===== src/hdl/atc_consts.svh =====
`ifndef ATC_CONSTS_SVH
`define ATC_CONSTS_SVH

// register byte offsets
`define ATC_OFF_COUNT 8'h00
`define ATC_OFF_COMPARE 8'h04
`define ATC_OFF_CONTROL 8'h08
`define ATC_OFF_STATUS 8'h0C
`define ATC_OFF_SFR 8'h10
`define ATC_OFF_FLAGS 8'h14

// async_status_reg bits
`define ATC_BIT_ASEL 3
`define ATC_BIT_CNT_UB 2
`define ATC_BIT_CMP_UB 1
`define ATC_BIT_CTL_UB 0
// special_function_reg bit
`define ATC_BIT_PSR 0
// flag register bits
`define ATC_BIT_OVF 0
`define ATC_BIT_CMPF 1

// timer_control fields
`define ATC_CS_MSB 2
`define ATC_CS_LSB 0
`define ATC_COM_MSB 5
`define ATC_COM_LSB 4

// clock_source_select codes
`define ATC_CS_STOP 3'h0
`define ATC_CS_DIRECT 3'h1
`define ATC_CS_DIV8 3'h2
`define ATC_CS_DIV32 3'h3
`define ATC_CS_DIV64 3'h4
`define ATC_CS_DIV128 3'h5
`define ATC_CS_DIV256 3'h6
`define ATC_CS_DIV1024 3'h7

// prescaler width and terminal masks
`define ATC_PSC_W 10
`define ATC_MASK_DIV8 10'h007
`define ATC_MASK_DIV32 10'h01F
`define ATC_MASK_DIV64 10'h03F
`define ATC_MASK_DIV128 10'h07F
`define ATC_MASK_DIV256 10'h0FF
`define ATC_MASK_DIV1024 10'h3FF

// compare output actions
`define ATC_COM_TOGGLE 2'h1
`define ATC_COM_CLEAR 2'h2
`define ATC_COM_SET 2'h3

// timing counts
`define ATC_XFER_EDGES 2'h2
`define ATC_HOLD_LAST 3'h3
`define ATC_COUNT_MAX 8'hFF

// sleep mode codes from the core
`define ATC_SLEEP_PDOWN 3'h2
`define ATC_SLEEP_STANDBY 3'h6

// axi responses and resets
`define ATC_RESP_OKAY 2'h0
`define ATC_RESP_SLVERR 2'h2
`define ATC_REG_RESET 8'h00

`endif


===== src/hdl/atc_pkg.sv =====
`include "atc_consts.svh"

package atc_pkg;

	typedef enum logic [1:0] {
		atc_w_idle = 2'b00,
		atc_w_pend = 2'b01,
		atc_w_hold = 2'b11,
		atc_w_rearm = 2'b10
	} atc_wake_t;

	typedef struct packed {
		logic [7:0] value;
		logic busy;
		logic [1:0] edges;
	} atc_hold_t;

	typedef struct packed {
		logic [`ATC_PSC_W-1:0] cnt;
	} atc_psc_state_t;

	typedef struct packed {
		logic xs1;
		logic xs2;
		logic xs3;
		logic asel;
		logic [7:0] count;
		logic [7:0] compare;
		logic [7:0] control;
		logic [7:0] count_copy;
		atc_hold_t h_cnt;
		atc_hold_t h_cmp;
		atc_hold_t h_ctl;
		logic [2:0] busy_s1;
		logic [2:0] busy_s2;
		logic [2:0] ovf_pipe;
		logic [2:0] cmp_pipe;
		logic flag_ovf;
		logic flag_cmp;
		logic cmp_block;
		logic oc_out;
		logic xout;
		logic psr;
		atc_wake_t wake;
		logic [2:0] hold_cnt;
		logic bvalid;
		logic [1:0] bresp;
		logic rvalid;
		logic [1:0] rresp;
		logic [31:0] rdata;
	} atc_state_t;

endpackage


===== src/hdl/atc_psc_if.sv =====
`timescale 1ns/1ps

interface atc_psc_if;
	logic src_en;
	logic clr;
	logic [2:0] sel;
	logic tick;

	modport ctrl (output src_en, output clr, output sel, input tick);
	modport psc (input src_en, input clr, input sel, output tick);
endinterface


===== src/hdl/atc_prescaler.sv =====
`timescale 1ns/1ps
`include "atc_consts.svh"

module atc_prescaler (
	// clock and reset
	input wire logic aclk,
	input wire logic aresetn,
	input wire logic ce,
	// control from the timer
	atc_psc_if.psc p
);
	atc_pkg::atc_psc_state_t st;
	atc_pkg::atc_psc_state_t nx;
	logic [`ATC_PSC_W-1:0] mask;
	logic tick_c;

	always_comb begin
		nx = st;
		mask = `ATC_MASK_DIV8;
		tick_c = 1'b0;
		// clear beats count so the next tick lands a full period later
		if (p.clr) begin
			nx.cnt = '0;
		end else if (p.src_en) begin
			nx.cnt = st.cnt + 1'b1;
		end
		unique case (p.sel)
			`ATC_CS_STOP: tick_c = 1'b0;
			`ATC_CS_DIRECT: tick_c = p.src_en;
			`ATC_CS_DIV8: mask = `ATC_MASK_DIV8;
			`ATC_CS_DIV32: mask = `ATC_MASK_DIV32;
			`ATC_CS_DIV64: mask = `ATC_MASK_DIV64;
			`ATC_CS_DIV128: mask = `ATC_MASK_DIV128;
			`ATC_CS_DIV256: mask = `ATC_MASK_DIV256;
			`ATC_CS_DIV1024: mask = `ATC_MASK_DIV1024;
		endcase
		if (p.sel != `ATC_CS_STOP && p.sel != `ATC_CS_DIRECT) begin
			tick_c = p.src_en && !p.clr && ((st.cnt & mask) == mask);
		end
	end

	assign p.tick = tick_c;

	always_ff @(posedge aclk) begin
		if (!aresetn) begin
			st <= '0;
		end else if (ce) begin
			st <= nx;
		end
	end
endmodule


===== src/hdl/atc_timer_front.sv =====
// The register addresses and register access over AXI4-Lite were left to the implementer.
`timescale 1ns/1ps
`include "atc_consts.svh"

// Overview of operation
// counter is aclk logic; prescaled tick is only a count enable.
// crystal selected means counter advances on crystal edges, not aclk.
// crystal-mode writes go to holding register, land after two crystal edges.
// software waits for busy clear before rewriting a crystal-mode register.
// count, compare and control each own a separate holding register.
// status register shows busy for each pending holding transfer.
// compare match suppressed while count or compare write is pending.
// system runs aclk above four times the crystal frequency.
// crystal is 32.768 kHz; no external clock into crystal input.
// wake logic needs one crystal cycle to rearm after a wake-up.
// oscillator runs in all sleep modes except power-down and standby.
// software treats timer registers as lost after power-down or standby.
// wake-up begins on the timer tick after the interrupt condition.
// after wake, core held four cycles, then handler starts.
// count read through copy refreshed on every crystal rising edge.
// flags reach the core three cycles plus one timer cycle late.
// compare output pin changes straight from timer logic.
// main clock is default source; select bit moves source to crystal.
// select bit set disconnects both crystal pins from port use.
// prescaler offers /8,/32,/64,/128,/256,/1024, undivided and stop.
// prescaler reset bit clears the prescaler for a predictable tick.
// software follows the documented clock-switch sequence.
// software waits for update before power-save with timer wake.
// software writes and waits on busy before reading count after wake.
// count busy set on crystal-mode write, cleared once count loaded.
// select bit zero picks aclk, one picks the crystal.
// select code 0 stops, 1 undivided, 2..7 ascending divides.
// busy flags and crystal events cross through two flip-flops.
module atc_timer_front #(
	parameter int ADDR_W = 8
) (
	// clock, reset, enable
	input wire logic aclk,
	input wire logic aresetn,
	input wire logic ce,
	// axi4-lite write
	input wire logic [ADDR_W-1:0] s_axi_awaddr,
	input wire logic s_axi_awvalid,
	output logic s_axi_awready,
	input wire logic [31:0] s_axi_wdata,
	input wire logic [3:0] s_axi_wstrb,
	input wire logic s_axi_wvalid,
	output logic s_axi_wready,
	output logic [1:0] s_axi_bresp,
	output logic s_axi_bvalid,
	input wire logic s_axi_bready,
	// axi4-lite read
	input wire logic [ADDR_W-1:0] s_axi_araddr,
	input wire logic s_axi_arvalid,
	output logic s_axi_arready,
	output logic [31:0] s_axi_rdata,
	output logic [1:0] s_axi_rresp,
	output logic s_axi_rvalid,
	input wire logic s_axi_rready,
	// crystal pins
	input wire logic crystal_in_pin,
	output logic crystal_out_pin,
	output logic crystal_pins_claimed,
	output logic osc_enable,
	// compare output pin
	output logic compare_out,
	// sleep and wake with the core
	input wire logic sleep_active,
	input wire logic [2:0] sleep_mode,
	output logic wake_req,
	output logic cpu_hold,
	output logic handler_start
);
	atc_pkg::atc_state_t st;
	atc_pkg::atc_state_t nx;
	atc_psc_if psc_bus();

	logic xtal_edge;
	logic tick;
	logic wr_go;
	logic rd_go;
	logic [7:0] wbyte;
	logic ovf_evt;
	logic cmp_evt;
	logic [2:0] busy_raw;

	logic deep_sleep;
	logic wake_evt;
	logic [2:0] busy_seen;
	logic match_raw;
	logic xfer_pending;
	logic land_cnt;
	logic land_cmp;
	logic land_ctl;

	atc_prescaler u_psc (
		.aclk(aclk),
		.aresetn(aresetn),
		.ce(ce),
		.p(psc_bus.psc)
	);

	// edge taken from second and third stage only
	assign xtal_edge = st.xs2 && !st.xs3;
	assign psc_bus.src_en = st.asel ? xtal_edge : 1'b1;
	assign psc_bus.clr = st.psr;
	assign psc_bus.sel = st.control[`ATC_CS_MSB:`ATC_CS_LSB];
	assign tick = psc_bus.tick;

	assign wr_go = ce && s_axi_awvalid && s_axi_wvalid && !st.bvalid;
	assign rd_go = ce && s_axi_arvalid && !st.rvalid;
	assign wbyte = s_axi_wdata[7:0];
	assign busy_raw = {st.h_cnt.busy, st.h_cmp.busy, st.h_ctl.busy};
	// status ors in the raw flag so a read right after the write sees busy
	assign busy_seen = busy_raw | st.busy_s2;
	assign deep_sleep = sleep_active && (sleep_mode == `ATC_SLEEP_PDOWN
		|| sleep_mode == `ATC_SLEEP_STANDBY);

	// compare match held off while a count or compare transfer is in flight
	assign match_raw = st.count == st.compare;
	assign xfer_pending = st.h_cnt.busy || st.h_cmp.busy;
	assign cmp_evt = tick && match_raw && !st.cmp_block && !xfer_pending;
	assign ovf_evt = tick && st.count == `ATC_COUNT_MAX;
	assign wake_evt = sleep_active && (ovf_evt || cmp_evt);

	// a holding register lands on the crystal edge that completes its count
	assign land_cnt = st.h_cnt.busy && xtal_edge
		&& (st.h_cnt.edges == `ATC_XFER_EDGES - 2'h1);
	assign land_cmp = st.h_cmp.busy && xtal_edge
		&& (st.h_cmp.edges == `ATC_XFER_EDGES - 2'h1);
	assign land_ctl = st.h_ctl.busy && xtal_edge
		&& (st.h_ctl.edges == `ATC_XFER_EDGES - 2'h1);

	always_comb begin
		logic cnt_load;
		logic [7:0] cnt_val;
		logic wr_ok;
		cnt_load = 1'b0;
		cnt_val = st.count;
		wr_ok = 1'b0;
		nx = st;

		// crystal input synchroniser
		nx.xs1 = crystal_in_pin;
		nx.xs2 = st.xs1;
		nx.xs3 = st.xs2;
		nx.xout = osc_enable && !st.xs2;
		nx.psr = 1'b0;

		// holding register transfers on crystal edges
		if (st.h_cnt.busy && xtal_edge) begin
			nx.h_cnt.edges = st.h_cnt.edges + 1'b1;
			if (land_cnt) begin
				cnt_load = 1'b1;
				cnt_val = st.h_cnt.value;
				nx.h_cnt.busy = 1'b0;
			end
		end
		if (st.h_cmp.busy && xtal_edge) begin
			nx.h_cmp.edges = st.h_cmp.edges + 1'b1;
			if (land_cmp) begin
				nx.compare = st.h_cmp.value;
				nx.h_cmp.busy = 1'b0;
			end
		end
		if (st.h_ctl.busy && xtal_edge) begin
			nx.h_ctl.edges = st.h_ctl.edges + 1'b1;
			if (land_ctl) begin
				nx.control = st.h_ctl.value;
				nx.h_ctl.busy = 1'b0;
			end
		end

		// counter and compare output
		if (tick) begin
			nx.count = st.count + 1'b1;
			nx.cmp_block = 1'b0;
		end
		if (cmp_evt) begin
			unique case (st.control[`ATC_COM_MSB:`ATC_COM_LSB])
				`ATC_COM_TOGGLE: nx.oc_out = !st.oc_out;
				`ATC_COM_CLEAR: nx.oc_out = 1'b0;
				`ATC_COM_SET: nx.oc_out = 1'b1;
				default: nx.oc_out = st.oc_out;
			endcase
		end

		// flag crossing: tick event, then three aclk stages
		nx.ovf_pipe = {st.ovf_pipe[1:0], ovf_evt};
		nx.cmp_pipe = {st.cmp_pipe[1:0], cmp_evt};
		nx.busy_s1 = busy_raw;
		nx.busy_s2 = st.busy_s1;

		// copy seen by software; stale after wake until a crystal edge
		if (!st.asel || xtal_edge) begin
			nx.count_copy = st.count;
		end

		// axi write
		if (wr_go) begin
			nx.bvalid = 1'b1;
			nx.bresp = `ATC_RESP_OKAY;
			wr_ok = s_axi_wstrb[0];
			unique case (s_axi_awaddr)
				`ATC_OFF_COUNT: begin
					if (wr_ok && st.asel) begin
						nx.h_cnt = '{value: wbyte, busy: 1'b1, edges: 2'h0};
					end else if (wr_ok) begin
						cnt_load = 1'b1;
						cnt_val = wbyte;
					end
				end
				`ATC_OFF_COMPARE: begin
					if (wr_ok && st.asel) begin
						nx.h_cmp = '{value: wbyte, busy: 1'b1, edges: 2'h0};
					end else if (wr_ok) begin
						nx.compare = wbyte;
					end
				end
				`ATC_OFF_CONTROL: begin
					if (wr_ok && st.asel) begin
						nx.h_ctl = '{value: wbyte, busy: 1'b1, edges: 2'h0};
					end else if (wr_ok) begin
						nx.control = wbyte;
					end
				end
				`ATC_OFF_STATUS: begin
					if (wr_ok) begin
						nx.asel = wbyte[`ATC_BIT_ASEL];
					end
				end
				`ATC_OFF_SFR: begin
					if (wr_ok) begin
						nx.psr = wbyte[`ATC_BIT_PSR];
					end
				end
				`ATC_OFF_FLAGS: begin
					if (wr_ok) begin
						nx.flag_ovf = st.flag_ovf && !wbyte[`ATC_BIT_OVF];
						nx.flag_cmp = st.flag_cmp && !wbyte[`ATC_BIT_CMPF];
					end
				end
				default: nx.bresp = `ATC_RESP_SLVERR;
			endcase
		end else if (st.bvalid && s_axi_bready) begin
			nx.bvalid = 1'b0;
		end

		// a count load blocks the next compare and wins over the increment
		if (cnt_load) begin
			nx.count = cnt_val;
			nx.cmp_block = 1'b1;
		end
		// set beats a same-cycle clear
		if (st.ovf_pipe[2]) begin
			nx.flag_ovf = 1'b1;
		end
		if (st.cmp_pipe[2]) begin
			nx.flag_cmp = 1'b1;
		end

		// axi read
		if (rd_go) begin
			nx.rvalid = 1'b1;
			nx.rresp = `ATC_RESP_OKAY;
			nx.rdata = '0;
			unique case (s_axi_araddr)
				`ATC_OFF_COUNT: nx.rdata[7:0] = st.count_copy;
				`ATC_OFF_COMPARE: nx.rdata[7:0] = st.compare;
				`ATC_OFF_CONTROL: nx.rdata[7:0] = st.control;
				`ATC_OFF_STATUS: begin
					nx.rdata[`ATC_BIT_ASEL] = st.asel;
					// raw term makes busy visible at once; synced term holds it
					nx.rdata[`ATC_BIT_CNT_UB] = busy_seen[2];
					nx.rdata[`ATC_BIT_CMP_UB] = busy_seen[1];
					nx.rdata[`ATC_BIT_CTL_UB] = busy_seen[0];
				end
				`ATC_OFF_SFR: nx.rdata = '0;
				`ATC_OFF_FLAGS: begin
					nx.rdata[`ATC_BIT_OVF] = st.flag_ovf;
					nx.rdata[`ATC_BIT_CMPF] = st.flag_cmp;
				end
				default: nx.rresp = `ATC_RESP_SLVERR;
			endcase
		end else if (st.rvalid && s_axi_rready) begin
			nx.rvalid = 1'b0;
		end

		// wake sequencing
		unique case (st.wake)
			atc_pkg::atc_w_idle: begin
				if (wake_evt) begin
					nx.wake = atc_pkg::atc_w_pend;
				end
			end
			atc_pkg::atc_w_pend: begin
				if (tick) begin
					nx.wake = atc_pkg::atc_w_hold;
					nx.hold_cnt = 3'h0;
				end
			end
			atc_pkg::atc_w_hold: begin
				nx.hold_cnt = st.hold_cnt + 1'b1;
				if (st.hold_cnt == `ATC_HOLD_LAST) begin
					nx.wake = atc_pkg::atc_w_rearm;
				end
			end
			atc_pkg::atc_w_rearm: begin
				// events during this timer cycle cannot start a new wake
				if (psc_bus.src_en) begin
					nx.wake = atc_pkg::atc_w_idle;
				end
			end
		endcase
	end

	// ce low freezes every stage, synchronisers included
	always_ff @(posedge aclk) begin
		if (!aresetn) begin
			st <= '0;
		end else if (ce) begin
			st <= nx;
		end
	end

	// bus handshakes
	// ready is combinational: taken only while the reply slot is free
	assign s_axi_awready = wr_go;
	assign s_axi_wready = wr_go;
	assign s_axi_bvalid = st.bvalid;
	assign s_axi_bresp = st.bresp;
	assign s_axi_arready = rd_go;
	assign s_axi_rvalid = st.rvalid;
	assign s_axi_rresp = st.rresp;
	assign s_axi_rdata = st.rdata;

	// pins and sleep
	// pins stay claimed through sleep so the crystal keeps its load
	assign crystal_pins_claimed = st.asel;
	assign osc_enable = st.asel && !deep_sleep;
	// cpu_hold and handler_start decode the sequencer state directly; wake_req also needs tick
	assign crystal_out_pin = st.xout;
	assign compare_out = st.oc_out;
	assign wake_req = st.wake == atc_pkg::atc_w_pend && tick;
	assign cpu_hold = st.wake == atc_pkg::atc_w_hold;
	assign handler_start = cpu_hold && st.hold_cnt == `ATC_HOLD_LAST;
endmodule


===== config.mk =====
export PLATFORM = sky130hd
export DESIGN_NAME = atc_timer_front
export DESIGN_NICKNAME = d
export VERILOG_FILES = /design/src/hdl/atc_pkg.sv /design/src/hdl/atc_psc_if.sv /design/src/hdl/atc_prescaler.sv /design/src/hdl/atc_timer_front.sv
export VERILOG_INCLUDE_DIRS = /design/src /design/src/hdl
export SDC_FILE = /design/constraint.sdc
export NUM_CORES = 1
export LEC_CHECK = 0
export ABC_CLOCK_PERIOD_IN_PS = 2450
export BUFFER_PORTS_ARGS = -buffer_cell sky130_fd_sc_hd__buf_2
export CAP_MARGIN = 20
export CORE_ASPECT_RATIO = 0.5
export CORE_MARGIN = 2
export CORE_UTILIZATION = 50
export CTS_CLUSTER_SIZE = 28
export DETAILED_ROUTE_END_ITERATION = 8
export PLACE_DENSITY = 0.84
export SLEW_MARGIN = 20
export SYNTH_ARGS = -nofsm -noshare
export SYNTH_HDL_FRONTEND = slang
export SYNTH_SLANG_ARGS = --single-unit

===== constraint.sdc =====
create_clock -name aclk -period 2.45 [get_ports aclk]
set_input_delay 0.245 -clock aclk [delete_from_list [all_inputs] [get_ports aclk]]
set_output_delay 0.245 -clock aclk [all_outputs]
set_load 0.01 [all_outputs]

-- Word level (Yosys, flattened, before mapping)
Index checks and enable logic that the tools add are counted.
- register bits after elaboration: 116
- input port bits: 65
- $add $sub $neg: 6
- equal/unequal tests: 36
- multiplexer cells: 70
- bitwise logic cells: 2
- reduce and logical (&&, ||, !) cells: 80
- operators with widths (cell ; number):
    $mux W8 ; 18
    $pmux W10 S5 ; 1
    $mux W11 ; 4
    $eq A8 B4 Y1 const B ; 4
    $eq A8 B5 Y1 const B ; 4
    $logic_and A1 B1 Y1 ; 30
    $mux W25 ; 1
    $reduce_and A4 Y1 ; 6
    $mux W1 ; 23
    $reduce_bool A2 Y1 ; 11
    $mux W10 ; 2
    $eq A8 B3 Y1 const B ; 2
    $logic_not A8 Y1 ; 2
    $mux W16 ; 1
    $mux W2 ; 8
    $pmux W2 S4 ; 2
    $eq A3 B3 Y1 const B ; 5
    $mux W3 ; 5
    $reduce_and A2 Y1 ; 7
    $logic_not A1 Y1 ; 12
    $pmux W4 S3 ; 1
    $reduce_or A6 Y1 ; 2
    $add A10 B1 Y10 const B ; 1
    $and A10 B10 Y10 ; 1
    other kinds (23) ; 41

-- Depth between registers and ports, before layout
- depth after elaboration: 13
- mapped depth: 10
- mapped depth without buffers: 8

-- Cells and area by module
From an unflattened synthesis, not the netlist that was laid out.
- cell total of the unflattened synthesis: 670
- area, all modules: 5816.8 sq um
- by module, submodules not included (module ; times used ; cells each ; area each (sq um)):
    atc_timer_front ; 1 ; 605 ; 5282.6
    atc_prescaler ; 1 ; 65 ; 534.3

-- Worst setup path after synthesis
Ideal clock, no wire load.
- path type: reg2reg
- from: register u_psc.st[1] (netlist name)
- to: register st[121] (netlist name)
- arrival: 1.885 ns
- required time: 2.330 ns
- path slack: 0.445 ns
- stages on the path, launching flop included: 9
- path buffers: 1
- clock period less this slack: 2.005 ns
- path through: dfxtp_1 ha_1 nand3b_1 o41a_1 nor2_1 and3_1 clkbuf_1 nor2_1 o31a_1
- cells in the longest elaborated chain, start to end: 6
- RTL lines (element ; line ; RTL):
    from (decl) ; atc_prescaler.sv:12 ; atc_pkg::atc_psc_state_t st;
    from (signal assigned) ; atc_prescaler.sv:48 ; st <= nx;
    $and A10 B10 Y10 ; atc_prescaler.sv:38 ; tick_c = p.src_en && !p.clr && ((st.cnt & mask) == mask);
    $eq A10 B10 Y1 ; atc_prescaler.sv:38 ;
    $logic_and A1 B1 Y1 ; atc_prescaler.sv:38 ;
    $mux W1 ; atc_prescaler.sv:37 ; if (p.sel != `ATC_CS_STOP && p.sel != `ATC_CS_DIRECT) begin
    $reduce_bool A2 Y1 (no source line) ; - ;
    $reduce_and A2 Y1 (no source line) ; - ;
    to (signal assigned) ; atc_timer_front.sv:322 ; st <= nx;
    to (decl) ; atc_timer_front.sv:74 ; atc_pkg::atc_state_t st;
No other way between the ends.
A chain may end at the register's enable or synchronous reset.

-- Worst setup path in the final report
- from: register u_psc.st[0] (netlist name)
- to: output wake_req
- cells in the longest elaborated chain, start to end: 5
- RTL lines (element ; line ; RTL):
    $and A10 B10 Y10 ; atc_prescaler.sv:38 ;
    $eq A10 B10 Y1 ; atc_prescaler.sv:38 ;
    $logic_and A1 B1 Y1 ; atc_prescaler.sv:38 ;
    $mux W1 ; atc_prescaler.sv:37 ;
    $logic_and A1 B1 Y1 ; atc_timer_front.sv:344 ; assign wake_req = st.wake == atc_pkg::atc_w_pend && tick;
    to (decl) ; atc_timer_front.sv:70 ; output logic wake_req,
No other way between the ends.

==> summary.md <==
| Metric | Value |
|---|---|
| PD cells | `696 mW/mm^2` |
| Combinational power share | `0.053` |
| Worst Path Max Fanout | `6` |
| Layout net count | `802` |
| Antenna violations before repair | `0` |
| Highest routed layer | `met4` |
| Count of cell types in the netlist | `71` |
| Vias in the first global route | `4779` |
| Clock Skew | `0.00645 ns` |
| Ports | `113` |
| Die footprint | `0.0124 mm^2` |
| Design area | `0.00659 mm^2` |
| Cell leakage power | `0.00278 uW` |
| Area of the mapped netlist | `0.00575 mm^2` |
| Syn Area/Cell | `8.35 um^2` |
| CORE AREA | `0.0111 mm^2` |
| Post-synth top flop | `dfxtp_1` |
| Detailed placement HPWL | `10.8 mm` |
| IO buf count | `58` |
| Routability cong. | `0.936` |
| Share of layout cells above drive strength 1 | `0.159` |
| Post-layout util | `0.593` |
| Final Critical Period | `2.36 ns` |
| Share of flip-flops with an asynchronous set or reset | `0` |
| Total power | `4580 uW` |
| Crit. End Element | `output pin` |
| Peak VDD IR | `0.372 mV` |
| Ys Warns | `0` |
| Grt ovf | `0` |
| Status | `finished, final reports clean` |
| FMAX | `0.423 GHz` |
| Sequential area share after synthesis | `0.397` |
| Post-CTS Setup Bufs | `0` |
| Most frequent cells in the layout | `dfxtp_1, nand2_1, nor2_1` |
| HP Class | `input pin to flop` |
| Drt total wl | `15.6 mm` |
| Fin. Hold Viols | `0` |
| Sink Count | `114` |
| Via count | `5224` |
| Sw frac | `0.215` |
| Finished Layout Cells | `885` |
| Sequential share of power | `0.411` |
| Via-to-Cell Ratio | `5.90` |
| CTS buffer count | `17` |
| Placed Cells | `856` |
| Routed wl met3 | `1.64 mm` |
| Largest net degree at the start of global routing | `52` |
| WL per Instance | `17.7 um` |
| Register area | `0.00228 mm^2` |
| CTS tree | `done` |
| Max Buffers Root-to-Sink | `2` |
| N_diodes | `0` |
| Initial Utilization | `0.518` |
| CP max-delay cell | `o41a_1` |
| Row count | `27` |
| Worst-Margin Slew | `0.583 ns` |
| Area of the multi-input gates | `0.00306 mm^2` |
| Post-Syn Instances | `689` |
| Synthesized flop and latch total | `114` |
| Crit Path Class | `flop to output pin` |
| Setup_tns | `0 ns` |
| Clk root buf | `clkbuf_16` |
| DR iter-0 viols | `620` |
| Die Y | `79.9 um` |
| Met2 wire len | `6.66 mm` |
| Tcrit/Tclk final | `0.964` |
| # Max-Cap Violations | `0` |
| Final count of pins violating max slew | `0` |
| First-pass GRT wire length | `25.0 mm` |
| FF-to-FF path depth | `7` |
| Post-Place Cell Area | `0.00599 mm^2` |
| Internal power | `3600 uW` |
| Horiz. Die Dim | `156 um` |
| Slowest stage delay, CP | `0.48 ns` |
| H-tree depth | `4` |
| WP data arrival | `2.12 ns` |
| Final setup vio count | `0` |
| Psw | `985 uW` |
| 1st-pass router iterations | `6` |
| Most common cell after layout, fill and taps aside | `dfxtp_1` |
| Post-synth EDFFs | `0` |
| DRT met1 WL | `6.83 mm` |
| RSZ-0062 raised after global routing | `false` |
| Skew-Pair Late Insertion Delay | `0.42 ns` |
| Crit-path cells | `ha_4, nand3b_1, o41a_1, nor3_2, and3b_1, buf_2` |
| Clock Pin Slew Worst Setup and Hold Paths | `0.05 ns` |
| Fill count | `896` |
| Slew headroom | `0.611` |
| Worst EP required | `2.20 ns` |
| Total GRT Usage | `0.262` |
| Worst hold stages | `3` |
| Clock network power share | `0.536` |
| Final ANT Viol Nets | `0` |
| Area Overhead vs Synth | `14.5%` |
| CP Launch Type | `flop` |
| DR DRC count | `0` |
==> per-stage QoR <==
stage / hold slack, ns / worst slack [ns]
global route: 0.138 / 0.00694
floorplan: 0.389 / 0.445
global placement: 0.438 / 0.316
finish: 0.0912 / 0.0870
CTS: 0.0819 / 0.0354
detailed placement: 0.443 / 0.216
==> cell usage after synthesis, types with 5 or more instances <==
cell type | instances | area, um^2
nand4_1 | 8 | 50.1
buf_4 | 42 | 315
nand3_1 | 30 | 150
and3_1 | 10 | 62.6
nor3_1 | 7 | 35.0
nor2_1 | 84 | 315
dfxtp_1 | 114 | 2280
xor2_1 | 16 | 140
buf_1 | 5 | 18.8
o21ai_0 | 35 | 175
ha_1 | 7 | 87.6
clkbuf_1 | 23 | 86.3
or3_1 | 12 | 75.1
nand2_1 | 86 | 323
mux2i_1 | 35 | 350
a31oi_1 | 5 | 31.3
a22oi_1 | 7 | 52.6
inv_1 | 13 | 48.8
a21oi_1 | 43 | 215
a211oi_1 | 12 | 90.1
==> final cells by class <==
class / count / share of cell area
Timing Repair Buffer: 73 / 0.0649
Multi-Input combinational cell: 510 / 0.465
Sequential cell: 114 / 0.346
Clock inverter: 6 / 0.0160
Inverter: 14 / 0.00798
Clock buffer: 23 / 0.0725
Tap cell: 145 / 0.0275
==> sequential cells by signal (all words and copies together) (netlist names), 3 cells and up <==
signal and flops:
nx 9, busy_raw 3, u_psc.st 10, st 73, s_axi_rdata 8, psc_bus.sel 3
==> layer usage <==
metal / vias up / track usage
met2: 295 / 0.399
li1: 2452 / -
met4: 0 / 0.111
met1: 2424 / 0.347
met5: - / 0
met3: 53 / 0.0793
==> path summary, 6_finish.rpt <==
path                                       end  slack, ns      startpoint
worst max-delay path                  wake_req       0.09     u_psc.st[0]
worst min-delay path                   nx[128]       0.09  crystal_in_pin
worst max register to register         st[123]       0.22     u_psc.st[0]
worst min register to register  s_axi_rdata[6]       0.45  s_axi_rdata[6]
==> repair_timing <==
action                     in CTS  in global routing
gates resized for setup         2                  1
hold buffers                    0                  0
gates cloned                    0                  0
pin swaps                       0                  0
setup endpoints to repair       1                  1
==> power by group through the flow <==
stage / clock, uW / combinational, uW / sequential (uW)
floorplan: 0 / 169 / 1920
global placement: 0 / 228 / 1920
detailed placement: 0 / 234 / 1920
CTS: 2460 / 237 / 1880
global route: 2550 / 263 / 1890
finish: 2460 / 242 / 1890
==> cell families after synthesis <==
| kind of cell | after synthesis | synth area share |
|---|---|---|
| muxes | 36 | 0.0648 |
| adders and majority gates | 7 | 0.0152 |
| AOI/OAI and AO/OA | 153 | 0.182 |
| and+or+nand+nor | 268 | 0.220 |
| other | 1 | 0.000652 |
| DFF | 114 | 0.397 |
| xor gates and xnor gates | 20 | 0.0304 |
| buffers and inverters | 90 | 0.0907 |
==> worst max-delay path: cells and delay by family, from the launching register on <==
kind            cells  cell delay [ns]
compound gates      1             0.48
fa+ha+maj           1             0.21
buf+inv             1             0.12
flops               1             0.44
simple gates        3             0.46
No activity file was read; power rests on OpenSTA's default activity.
